## src/design/shared_sent_pkg.sv

```systemverilog
// constants, field layout and carrier types for the shared sent addressing block
// assumes a 50 MHz ref_clk and a 12-bit register address equal to the printed offset
package shared_sent_pkg;

  // register offsets
  localparam logic [11:0] OFF_SHARED_PROTOCOL  = 12'h308;
  localparam logic [11:0] OFF_OUTPUT_SLOT      = 12'h317;
  localparam logic [11:0] OFF_ADDRESSING_SYNC  = 12'h319;
  localparam logic [11:0] OFF_LINK_STATUS      = 12'h320;

  // reset values
  localparam logic [23:0] RST_SHARED_PROTOCOL  = 24'h000000;
  localparam logic [23:0] RST_OUTPUT_SLOT      = 24'h000000;
  localparam logic [23:0] RST_ADDRESSING_SYNC  = 24'h000000;

  // shared_protocol_config fields
  localparam int PROTOCOL_MODE_LSB     = 0;
  localparam int HIGHEST_ID_LSB        = 16;
  localparam int PULSE_EXTEND_LSB      = 18;
  // output_slot_config fields
  localparam int SLOT_MARK_BIT         = 3;
  localparam int SENSOR_ID_LSB         = 4;
  // addressing_sync_config fields
  localparam int SAMPLE_ADDR_BIT       = 8;
  localparam int ZERO_SLOT_BIT         = 10;
  localparam int NO_SAMPLE_BIT         = 11;
  localparam int STAY_OFFLINE_BIT      = 19;
  localparam int IDLE_RESYNC_BIT       = 23;

  // protocol-select encodings
  localparam logic [2:0] MODE_ADDRESSABLE_SHARED = 3'h5;
  localparam logic [2:0] MODE_SEQUENTIAL_SHARED  = 3'h6;
  localparam logic [2:0] MODE_SEQUENTIAL_LONG    = 3'h7;

  // timing: tick length in ns and clock period in ns
  localparam int TICK_NS         = 3000;
  localparam int CLK_NS          = 20;
  localparam int TICK_CYCLES     = TICK_NS / CLK_NS;
  localparam int IDLE_LIMIT_TICKS = 510;

  // pulse widths in ticks
  localparam logic [7:0] OUT_MIN_TICKS    = 8'h09;
  localparam logic [7:0] OUT_MAX_TICKS    = 8'h11;
  localparam logic [7:0] SAMPLE_MIN_TICKS = 8'h12;
  localparam logic [7:0] SAMPLE_MAX_TICKS = 8'h1D;
  localparam logic [7:0] SYNC_MIN_TICKS   = 8'h1E;
  localparam logic [7:0] SYNC_MAX_TICKS   = 8'h3C;
  localparam logic [7:0] MARK_UNIT_TICKS  = 8'h04;

  // decoded configuration
  typedef struct packed {
    logic [2:0] protocol_mode;
    logic [1:0] highest_sensor_id;
    logic [1:0] output_pulse_min_extend;
    logic       slot_mark_enable;
    logic [1:0] sensor_id;
    logic       sample_addressing_select;
    logic       zero_slot_capture;
    logic       no_sample_hold;
    logic       stay_offline_after_reset;
    logic       idle_resync_enable;
  } sent_cfg_t;

  // one measured low pulse
  typedef struct packed {
    logic       done;
    logic [7:0] ticks;
  } line_pulse_t;

  typedef enum logic [1:0] {ST_WAIT_CFG, ST_OFFLINE, ST_ONLINE} link_state_t;

endpackage

```

## src/design/pin_sync.sv

```systemverilog
// three-stage synchroniser with agreement filter for one pin
// assumes the pin is asynchronous to ref_clk
module pin_sync #(
  parameter logic IDLE_LEVEL = 1'b1
) (
  // clock and control
  input  wire logic ref_clk,
  input  wire logic rst,
  input  wire logic ce,
  // pin side
  input  wire logic pin_raw,
  output logic      pin_clean
);

  logic s1_r;
  logic s2_r;
  logic s3_r;

  // the level changes only once stages two and three agree
  always_ff @(posedge ref_clk) begin
    if (rst) begin
      s1_r      <= IDLE_LEVEL;
      s2_r      <= IDLE_LEVEL;
      s3_r      <= IDLE_LEVEL;
      pin_clean <= IDLE_LEVEL;
    end else if (ce) begin
      s1_r <= pin_raw;
      s2_r <= s1_r;
      s3_r <= s2_r;
      if (s2_r == s3_r) pin_clean <= s3_r;
    end
  end

endmodule // pin_sync

```

## src/design/pulse_meter.sv

```systemverilog
// measures low pulses and idle time of the sent line in ticks
// assumes a clean synchronised line level, idle high
module pulse_meter #(
  parameter int TICK_CYCLES = shared_sent_pkg::TICK_CYCLES
) (
  // clock and control
  input  wire logic                         ref_clk,
  input  wire logic                         rst,
  input  wire logic                         ce,
  // line
  input  wire logic                         line,
  // results
  output shared_sent_pkg::line_pulse_t      pulse,
  output logic                              tick,
  output logic                              idle_over
);

  localparam int PW = $clog2(TICK_CYCLES + 1);
  localparam logic [PW-1:0] PRE_LAST = PW'(TICK_CYCLES - 1);
  localparam logic [9:0] IDLE_OVER = 10'(shared_sent_pkg::IDLE_LIMIT_TICKS + 1);

  initial begin
    if (TICK_CYCLES < 2) $error("pulse_meter: TICK_CYCLES must be at least 2");
  end

  logic [PW-1:0] pre_r;
  logic [9:0]    ticks_r;
  logic          prev_r;
  wire           edge_seen = (line != prev_r);
  wire           tick_now  = (pre_r == PRE_LAST);
  wire [7:0]     width_sat = (ticks_r > 10'h0FF) ? 8'hFF : ticks_r[7:0];

  // prescaler restarts on every transition so thresholds are exact to a tick
  always_ff @(posedge ref_clk) begin
    if (rst) begin
      pre_r     <= '0;
      ticks_r   <= 10'h000;
      prev_r    <= 1'b1;
      pulse     <= '0;
      tick      <= 1'b0;
      idle_over <= 1'b0;
    end else if (ce) begin
      prev_r     <= line;
      pulse.done <= edge_seen && line;    // rising edge ends a low pulse
      if (edge_seen && line) pulse.ticks <= width_sat;
      tick       <= tick_now && !edge_seen;
      idle_over  <= 1'b0;
      if (edge_seen) begin
        pre_r   <= '0;
        ticks_r <= 10'h000;
      end else if (tick_now) begin
        pre_r <= '0;
        if (ticks_r != 10'h3FF) ticks_r <= ticks_r + 10'h001;
        // fires once when idle passes the limit
        if (line && (ticks_r + 10'h001 == IDLE_OVER)) idle_over <= 1'b1;
      end else begin
        pre_r <= pre_r + PW'(1);
      end
    end
  end

endmodule // pulse_meter

```

## src/design/shared_sent_slot.sv

```systemverilog
// slot counter, addressing and sample logic for a sensor on a shared sent line
// assumes a controller sending low function pulses and a loader raising cfg_ready
module shared_sent_slot #(
  parameter int TICK_CYCLES = shared_sent_pkg::TICK_CYCLES
) (
  // clock and control
  input  wire logic        ref_clk,
  input  wire logic        rst,
  input  wire logic        ce,
  input  wire logic        cfg_ready,
  // register port
  input  wire logic [11:0] reg_addr,
  input  wire logic [23:0] reg_wdata,
  input  wire logic        reg_wr,
  input  wire logic        reg_rd,
  output logic      [23:0] reg_rdata,
  // sent line
  input  wire logic        sent_line,
  // block results
  output logic             online,
  output logic      [1:0]  slot_count,
  output logic             sample_hold,
  output logic             output_request,
  output logic             mark_hold
);

  initial begin
    if (TICK_CYCLES < 2) $error("shared_sent_slot: TICK_CYCLES must be at least 2");
  end

  // configuration registers
  logic [23:0] shared_protocol_config_r;
  logic [23:0] output_slot_config_r;
  logic [23:0] addressing_sync_config_r;
  shared_sent_pkg::link_state_t state_r;
  shared_sent_pkg::link_state_t state_nxt;
  logic [7:0]  mark_left_r;
  logic [1:0]  slot_nxt;

  // line front end
  logic                          line_clean;
  shared_sent_pkg::line_pulse_t  pulse;
  logic                          tick;
  logic                          idle_over;

  pin_sync #(
    .IDLE_LEVEL (1'b1)
  ) u_sync (
    .ref_clk   (ref_clk),
    .rst       (rst),
    .ce        (ce),
    .pin_raw   (sent_line),
    .pin_clean (line_clean)
  );

  pulse_meter #(
    .TICK_CYCLES (TICK_CYCLES)
  ) u_meter (
    .ref_clk   (ref_clk),
    .rst       (rst),
    .ce        (ce),
    .line      (line_clean),
    .pulse     (pulse),
    .tick      (tick),
    .idle_over (idle_over)
  );

  // field decode
  shared_sent_pkg::sent_cfg_t cfg;
  assign cfg.protocol_mode =
    shared_protocol_config_r[shared_sent_pkg::PROTOCOL_MODE_LSB +: 3];
  assign cfg.highest_sensor_id =
    shared_protocol_config_r[shared_sent_pkg::HIGHEST_ID_LSB +: 2];
  assign cfg.output_pulse_min_extend =
    shared_protocol_config_r[shared_sent_pkg::PULSE_EXTEND_LSB +: 2];
  assign cfg.slot_mark_enable =
    output_slot_config_r[shared_sent_pkg::SLOT_MARK_BIT];
  assign cfg.sensor_id =
    output_slot_config_r[shared_sent_pkg::SENSOR_ID_LSB +: 2];
  assign cfg.sample_addressing_select =
    addressing_sync_config_r[shared_sent_pkg::SAMPLE_ADDR_BIT];
  assign cfg.zero_slot_capture =
    addressing_sync_config_r[shared_sent_pkg::ZERO_SLOT_BIT];
  assign cfg.no_sample_hold =
    addressing_sync_config_r[shared_sent_pkg::NO_SAMPLE_BIT];
  assign cfg.stay_offline_after_reset =
    addressing_sync_config_r[shared_sent_pkg::STAY_OFFLINE_BIT];
  assign cfg.idle_resync_enable =
    addressing_sync_config_r[shared_sent_pkg::IDLE_RESYNC_BIT];

  // protocol mode qualifiers
  wire seq_long   = (cfg.protocol_mode == shared_sent_pkg::MODE_SEQUENTIAL_LONG);
  wire seq_shared = seq_long ||
                    (cfg.protocol_mode == shared_sent_pkg::MODE_SEQUENTIAL_SHARED);

  // output pulse lower bound, extended only in long sequential mode
  wire [7:0] out_min = seq_long ?
    shared_sent_pkg::OUT_MIN_TICKS + {6'h00, cfg.output_pulse_min_extend}
    : shared_sent_pkg::OUT_MIN_TICKS;

  // pulse classification by width
  wire is_out    = pulse.done && (pulse.ticks >= out_min) &&
                   (pulse.ticks <= shared_sent_pkg::OUT_MAX_TICKS);
  wire is_sample = pulse.done && (pulse.ticks >= shared_sent_pkg::SAMPLE_MIN_TICKS) &&
                   (pulse.ticks <= shared_sent_pkg::SAMPLE_MAX_TICKS);
  wire is_sync   = pulse.done && (pulse.ticks >= shared_sent_pkg::SYNC_MIN_TICKS) &&
                   (pulse.ticks <= shared_sent_pkg::SYNC_MAX_TICKS);

  // slot events; with resync off an idle line has no effect at all
  wire idle_sync  = idle_over && cfg.idle_resync_enable;
  wire slot_sync  = is_sync || idle_sync;
  wire is_online  = (state_r == shared_sent_pkg::ST_ONLINE);
  wire addressed  = (slot_count == cfg.sensor_id);
  wire slot_wrap  = is_online && is_out && (slot_count == cfg.highest_sensor_id);
  wire slot_step  = is_online && is_out && !slot_wrap;
  wire slot_clear = slot_sync || slot_wrap;

  // next slot value
  always_comb begin
    slot_nxt = slot_count;
    if (slot_clear) slot_nxt = 2'h0;
    else if (slot_step) slot_nxt = slot_count + 2'h1;
  end

  // sample decision: broadcast or addressed pulse vetoed by no-sample, or zero-slot capture, which no-sample does not veto
  wire sample_by_pulse = is_online && is_sample && !cfg.no_sample_hold &&
                         (!cfg.sample_addressing_select || addressed);
  wire sample_by_zero  = slot_clear && cfg.zero_slot_capture && seq_shared &&
                         (is_online || state_nxt == shared_sent_pkg::ST_ONLINE);
  wire sample_nxt      = sample_by_pulse || sample_by_zero;

  // an addressing pulse starts the id-based high delay
  wire addr_pulse = is_online && (is_out || (is_sample && cfg.sample_addressing_select));
  wire mark_start = addr_pulse && cfg.slot_mark_enable && seq_shared;
  wire [7:0] mark_len =
    8'(({6'h00, cfg.sensor_id} + 8'h01) * shared_sent_pkg::MARK_UNIT_TICKS);

  // online state machine
  always_comb begin
    state_nxt = state_r;
    case (state_r)
      shared_sent_pkg::ST_WAIT_CFG: begin
        if (cfg_ready) begin
          if (cfg.stay_offline_after_reset) state_nxt = shared_sent_pkg::ST_OFFLINE;
          else state_nxt = shared_sent_pkg::ST_ONLINE;
        end
      end
      shared_sent_pkg::ST_OFFLINE: begin
        if (slot_sync) state_nxt = shared_sent_pkg::ST_ONLINE;
      end
      shared_sent_pkg::ST_ONLINE: state_nxt = shared_sent_pkg::ST_ONLINE;
      default: state_nxt = shared_sent_pkg::ST_WAIT_CFG;
    endcase
  end

  // register write decode
  wire wr_spc = reg_wr && (reg_addr == shared_sent_pkg::OFF_SHARED_PROTOCOL);
  wire wr_osc = reg_wr && (reg_addr == shared_sent_pkg::OFF_OUTPUT_SLOT);
  wire wr_asc = reg_wr && (reg_addr == shared_sent_pkg::OFF_ADDRESSING_SYNC);

  // read mux; unmapped addresses read zero
  wire [23:0] status_word = {19'h00000, mark_hold, state_r == shared_sent_pkg::ST_OFFLINE,
                             online, slot_count};
  wire [23:0] rd_mux =
    (reg_addr == shared_sent_pkg::OFF_SHARED_PROTOCOL) ? shared_protocol_config_r :
    (reg_addr == shared_sent_pkg::OFF_OUTPUT_SLOT)     ? output_slot_config_r :
    (reg_addr == shared_sent_pkg::OFF_ADDRESSING_SYNC) ? addressing_sync_config_r :
    (reg_addr == shared_sent_pkg::OFF_LINK_STATUS)     ? status_word : 24'h000000;

  // configuration registers and read data
  always_ff @(posedge ref_clk) begin
    if (rst) begin
      shared_protocol_config_r <= shared_sent_pkg::RST_SHARED_PROTOCOL;
      output_slot_config_r     <= shared_sent_pkg::RST_OUTPUT_SLOT;
      addressing_sync_config_r <= shared_sent_pkg::RST_ADDRESSING_SYNC;
      reg_rdata                <= 24'h000000;
    end else if (ce) begin
      if (wr_spc) shared_protocol_config_r <= reg_wdata;
      if (wr_osc) output_slot_config_r <= reg_wdata;
      if (wr_asc) addressing_sync_config_r <= reg_wdata;
      reg_rdata <= reg_rd ? rd_mux : 24'h000000;
    end
  end

  // slot counter, state and event outputs
  always_ff @(posedge ref_clk) begin
    if (rst) begin
      state_r        <= shared_sent_pkg::ST_WAIT_CFG;
      slot_count     <= 2'h0;
      online         <= 1'b0;
      sample_hold    <= 1'b0;
      output_request <= 1'b0;
    end else if (ce) begin
      state_r        <= state_nxt;
      slot_count     <= slot_nxt;
      online         <= (state_nxt == shared_sent_pkg::ST_ONLINE);
      sample_hold    <= sample_nxt;
      output_request <= is_online && is_out && addressed;
    end
  end

  // slot-marking delay counted in ticks; a new addressing pulse restarts it
  always_ff @(posedge ref_clk) begin
    if (rst) begin
      mark_left_r <= 8'h00;
      mark_hold   <= 1'b0;
    end else if (ce) begin
      if (mark_start) begin
        mark_left_r <= mark_len;
        mark_hold   <= 1'b1;
      end else if (tick && mark_left_r != 8'h00) begin
        mark_left_r <= mark_left_r - 8'h01;
        mark_hold   <= (mark_left_r != 8'h01);
      end
    end
  end

endmodule // shared_sent_slot

```

## config.mk

```make
export PLATFORM = sky130hd
export DESIGN_NAME = shared_sent_slot
export DESIGN_NICKNAME = d
export VERILOG_FILES = /design/src/design/shared_sent_pkg.sv /design/src/design/pin_sync.sv /design/src/design/pulse_meter.sv /design/src/design/shared_sent_slot.sv
export SDC_FILE = /design/constraint.sdc
export NUM_CORES = 1
export LEC_CHECK = 0
export BUFFER_PORTS_ARGS = -buffer_cell sky130_fd_sc_hd__buf_4
export CORE_MARGIN = 1
export CORE_UTILIZATION = 40
export CTS_BUF_LIST = sky130_fd_sc_hd__clkbuf_8
export DETAILED_ROUTE_END_ITERATION = 7
export MAX_ROUTING_LAYER = met4
export PLACE_DENSITY = 0.59
export SYNTH_ARGS = -nofsm -noshare
export SYNTH_HDL_FRONTEND = slang
export SYNTH_SLANG_ARGS = --single-unit
```

## constraint.sdc

```tcl
create_clock -name ref_clk -period 2.8 [get_ports ref_clk]
set_input_delay 0 -clock ref_clk [delete_from_list [all_inputs] [get_ports ref_clk]]
set_output_delay 0 -clock ref_clk [all_outputs]
set_load 0.01 [all_outputs]
```

== After elaboration in Yosys (flattened, before gate mapping) ==
Index checks and enable logic that the tools add are counted.

* Bits in registers: 146
* Bits of input ports: 43
* Output and inout bits: 30

* Add/subtract/negate cells: 6
* Order comparisons: 7
* Equality and inequality tests: 17
* Mux-type cells: 25
* Reductions and logical operators: 53

{| class="wikitable"
|+ Operator list
! cell !! count
|-
| $mux W24 || 4
|-
| $eq A12 B10 Y1 const B || 4
|-
| $mux W8 || 5
|-
| $mux W10 || 3
|-
| $logic_and A1 B1 Y1 || 28
|-
| $ge A8 B5 Y1 const B || 2
|-
| $le A8 B5 Y1 const B || 2
|-
| $reduce_and A2 Y1 || 7
|-
| $add A10 B1 Y10 const B || 1
|-
| $eq A10 B9 Y1 const B || 1
|-
| $gt A10 B8 Y1 const B || 1
|-
| $mux W2 || 5
|-
| $mux W5 || 2
|-
| $ne A10 B10 Y1 const B || 1
|-
| $add A8 B1 Y8 const B || 1
|-
| $eq A8 B8 Y1 const B || 1
|-
| $ge A8 B5 Y1 || 1
|-
| $le A8 B6 Y1 const B || 1
|-
| $ne A8 B1 Y1 const B || 1
|-
| $reduce_bool A2 Y1 || 4
|-
| $reduce_bool A8 Y1 || 1
|-
| $sub A8 B1 Y8 const B || 1
|-
| $logic_or A1 B1 Y1 || 7
|-
| $eq A3 B3 Y1 const B || 2
|-
| 13 further kinds || 22
|}

== Logic depth before layout (Yosys ltp) ==
* Depth in word-level cells: 12
* Gate-level depth with buffers: 9
* Mapped depth without buffers: 9

== By module ==
From an unflattened synthesis, not the netlist that was laid out.

* Cell total of the unflattened synthesis: 826
* Area, all modules: 6702.7 sq um

{| class="wikitable"
|+ By module, submodules not included
! module !! instances !! cells each !! area an instance (sq um) !! seq. area each (sq um)
|-
| shared_sent_slot || 1 || 629 || 5028.6 || 2242.2
|-
| pulse_meter || 1 || 182 || 1526.5 || 600.6
|-
| pin_sync || 1 || 15 || 147.6 || 80.1
|}

== Least setup slack after synthesis ==
OpenSTA, ideal clock, no wires.

* Kind: register to register
* Start point: register shared_protocol_config_r[2]
* End point: register mark_left_r[6]
* Setup time: 72 ps
* Arrival time: 2282 ps
* Data required time: 2728 ps
* Slack: 446 ps
* Stages on the path, launching flop included: 10
* Buffers on the path: 0
* Cell sequence: dfxtp_1 and3_1 nand2_1 ha_1 nand2b_1 a2111o_1 a21o_1 a31oi_1 or2b_1 mux2i_1

* Cells in the longest elaborated chain, start to end: 11

{| class="wikitable"
|+ RTL lines
! what !! line !! source
|-
| start, declared || shared_sent_slot.sv:32 || <nowiki>logic [23:0] shared_protocol_config_r;</nowiki>
|-
| start signal, assigned || shared_sent_slot.sv:173 || <nowiki>shared_protocol_config_r <= shared_sent_pkg::RST_SHARED_PROTOCOL;</nowiki>
|-
| start signal, assigned || shared_sent_slot.sv:178 || <nowiki>if (wr_spc) shared_protocol_config_r <= reg_wdata;</nowiki>
|-
| $eq A3 B3 Y1 || shared_sent_slot.sv:92 || <nowiki>wire seq_long = (cfg.protocol_mode == shared_sent_pkg::MODE_SEQUENTIAL_LONG);</nowiki>
|-
| $mux W5 || shared_sent_slot.sv:97 || <nowiki>wire [7:0] out_min = seq_long ?</nowiki>
|-
| $ge A8 B5 Y1 || shared_sent_slot.sv:102 || <nowiki>wire is_out = pulse.done && (pulse.ticks >= out_min) &&</nowiki>
|-
| $logic_and A1 B1 Y1 (2 in series) || shared_sent_slot.sv:102 ||
|-
| $logic_or A1 B1 Y1 || shared_sent_slot.sv:133 || <nowiki>wire addr_pulse = is_online && (is_out || (is_sample && cfg.sample_addressing_select));</nowiki>
|-
| $logic_and A1 B1 Y1 || shared_sent_slot.sv:133 ||
|-
| $logic_and A1 B1 Y1 || shared_sent_slot.sv:134 || <nowiki>wire mark_start = addr_pulse && cfg.slot_mark_enable && seq_shared;</nowiki>
|-
| $logic_and A1 B1 Y1 * || shared_sent_slot.sv:134 ||
|-
| $reduce_bool A2 Y1 (no line) || - ||
|-
| $reduce_and A2 Y1 (no line) || - ||
|-
| end signal, assigned || shared_sent_slot.sv:209 || <nowiki>mark_left_r <= mark_len;</nowiki>
|-
| end signal, assigned || shared_sent_slot.sv:212 || <nowiki>mark_left_r <= mark_left_r - 8'h01;</nowiki>
|-
| end, declared || shared_sent_slot.sv:37 || <nowiki>logic [7:0] mark_left_r;</nowiki>
|}

Every way passes the cells marked *; elsewhere a longest branch is shown, timed or not.
A chain may end at the register's enable or synchronous reset.

== Final worst setup path ==
Ends and elaborated chain as after synthesis.

==> results.toml <==
[run_status]
status = "completed"

[final_layout]
layout_common_cells = "nand2_1 (201), dfxtp_1 (146), a21oi_1 (98)"
layout.nets = 930
final.fill_count = 1525
diodes = 0
fin_area_um2 = 7760
layout-drive-gt1-share_pct = 14.4
area_delta_synth_final_pct = 22.6
final_common_cell = "nand2_1"

[setup_path]
critPathRequiredTime_ns = 3.19
worstPathArrival_ns = 2.95
r2r_setup_slack_ns = 0.24
cp-endpoint = "mark_left_r[6]"
crit_fanout = 6
critPathKind = "reg -> reg"
crit_path_end_kind = "flop"
r2r_cells = 9
critPathLaunchType = "flop"
startpoint = "shared_protocol_config_r[2]"
rr_startpoint = "shared_protocol_config_r[2]"
worstReg2RegEnd = "mark_left_r[6]"

[synth]
synth_top_area_share_pct = 46.2
async_reset_ff_share_pct = 0
yosys.area.top_type = "dfxtp_1"
synthesis.nets = 842
netlist_instances = 786
synthTopCellsByArea = "dfxtp_1 (46%), nand2_1 (12%), a21oi_1 (7.8%), a222oi_1 (3.0%), o21ai_0 (2.8%)"
yosysSeqAreaShare_pct = 46.2
synth-warning-count = 0
synth_area_um2 = 6330
synth.avg_cell_area_um2 = 8.05
synth-seq-cells = 146
synth_top_flop_cell = "dfxtp_1"
yosys.cell_types.count = 58
synth_edf_count = 0

[timing]
hold_viol_final = 0
finalSetupViolCount = 0
setup_slack_ns = 0.239
tightest_slew_ns = 0.649
rsz0062_at_grt = "false"
period_minus_slack_ns = 2.56
finalMaxSlewViolations = 0
finalClockSkew_ns = 0.0102
setup_tns_ns = 0
relSlewSlack_pct = 56.6
timing.fmax_ghz = 0.391
min_period_over_period_pct = 91.4

[detailed_routing]
routed_wirelength_mm = 17.9
drtAntennaViolNets = 0
vias = 6042
via_per_inst = 5.51
drt-initial-drc-count = 587
wire_per_inst_um = 16.3
drcViolationCount = 0
drtPass1Iterations = 5

[cts]
clkTransAtPathRegs_ns = 0.08
htreeDepth = 4
cts_root_buffer = "clkbuf_8"
clock_latency_ns = 0.46
cts_buffers = 17
cts_tree = "done"
clkSinkCount = 146
clockBufferDepth = 2

[global_routing]
grt_pass1_vias = 5827
grt_use_total_pct = 23.3
grt_max_degree = 56
antenna_found_initial = 0
grt_pass1_wl_mm = 28.9
grt-ovfl-total = 0

[place]
routabilityCongestion = 0.894
place_hpwl_mm = 11.7
pre_cts_slack_ns = 0.181
placed_area_um2 = 7090
port_buffers = 72

[floorplan]
rows = 45
core_area_um2 = 15300
die-area_um2 = 16300
start_util_pct = 41.3
die_w_um = 128
fp.dieH_um = 128
pin_count = 73

[power]
vdd_ir_drop_max_mv = 0.263
p_per_area_nw_per_um2 = 514
finalPower_w = 0.00399
p_leak_nw = 2.83

[job]
drv_cap = 0

[worst_hold_path]
hp-class = "in -> reg"
==> worst min path at each step <==
stage                                end  cells past startpoint       from  slack (ns)
final                        u_sync.s3_r                      2         ce        0.03
after CTS                    u_sync.s3_r                      2         ce       0.003
after global routing      u_meter.prev_r                      3         ce        0.05
after detailed placement     u_sync.s1_r                      3  sent_line        0.23
after floorplan              u_sync.s1_r                      2  sent_line        0.13
after global placement       u_sync.s1_r                      3  sent_line        0.22
==> power breakdown <==
part / total [W] / switching, W / internal, W / leakage (nW)
sequential: 0.00210 / 0.0000144 / 0.00209 / 1.18
combinational: 0.000230 / 0.000126 / 0.000104 / 1.46
clock: 0.00165 / 0.000818 / 0.000836 / 0.196
==> per-stage QoR <==
step	hold WS, ns	instances	util, %
after global placement	0.216	1039	46.3
after global routing	0.0542	1097	50.6
after detailed placement	0.228	1039	46.3
final	0.0307	1097	50.6
after CTS	0.00350	1097	50.6
after floorplan	0.128	786	-
==> logic make-up (layout without fill, tap and decap cells) <==
kind of cell,after synthesis,in the layout,synth area share (%)
AOI/OAI and AO/OA,207,207,20.3
xor gates and xnor gates,14,14,1.94
and+or+nand+nor,338,338,24.4
muxes,5,5,0.791
adders and majority gates,13,13,2.57
buffers and inverters,63,163,3.76
DFF,146,146,46.2
==> Yosys cell counts, drive strengths merged (6+ instances only) <==
cell type  count
nand4          8
and3          15
a222oi        19
nand3         21
nor3           6
nor4           6
o21ai         36
nor2          43
xor2          11
o22ai         10
clkbuf        46
nand2        201
dfxtp        146
a22oi          7
inv           15
ha            13
a221oi         6
a21oi         98
==> flip-flops by register name, indices dropped and copies added, names as in the netlist, 8 cells and up <==
signal	flops
mark_left_r	8
output_slot_config_r	24
addressing_sync_config_r	24
u_meter.pre_r	8
u_meter.ticks_r	10
u_meter.pulse	9
shared_protocol_config_r	24
reg_rdata	24
==> worst max-delay path: stages, from the launching register on <==
cell,delay [ns]
dfxtp_1,0.39
and3_1,0.23
nand2_1,0.08
ha_1,0.27
nand2b_1,0.14
a2111o_1,0.48
a21o_1,0.25
a31oi_2,0.29
or2b_1,0.25
mux2i_1,0.11
==> layer usage <==
metal  vias to the layer above  GRT usage, %  wire, µm
met5                         -             -         0
met4                         0          10.2       323
met3                        32          4.38       997
met2                       174          36.5      8200
met1                      2878          29.4      8390
li1                       2958             -         -
==> layout make-up <==
class,instances,area [µm²],area share (%)
Sequential cell,146,2920,37.7
Inverter,15,56.3,0.726
Multi-Input combinational cell,577,3170,40.9
Tap cell,211,264,3.40
Clock buffer,19,262,3.37
Timing Repair Buffer,117,946,12.2
Clock inverter,12,131,1.69
==> what timing repair did <==
item | 4_1_cts | 5_1_grt
setup buffers | 0 | 0
setup endpoints to repair | 0 | 1
endpoints found under the hold margin | 78 | 0
hold buffers | 27 | 0
gates resized for setup | 0 | 1
(Power assumes the default switching activity.)
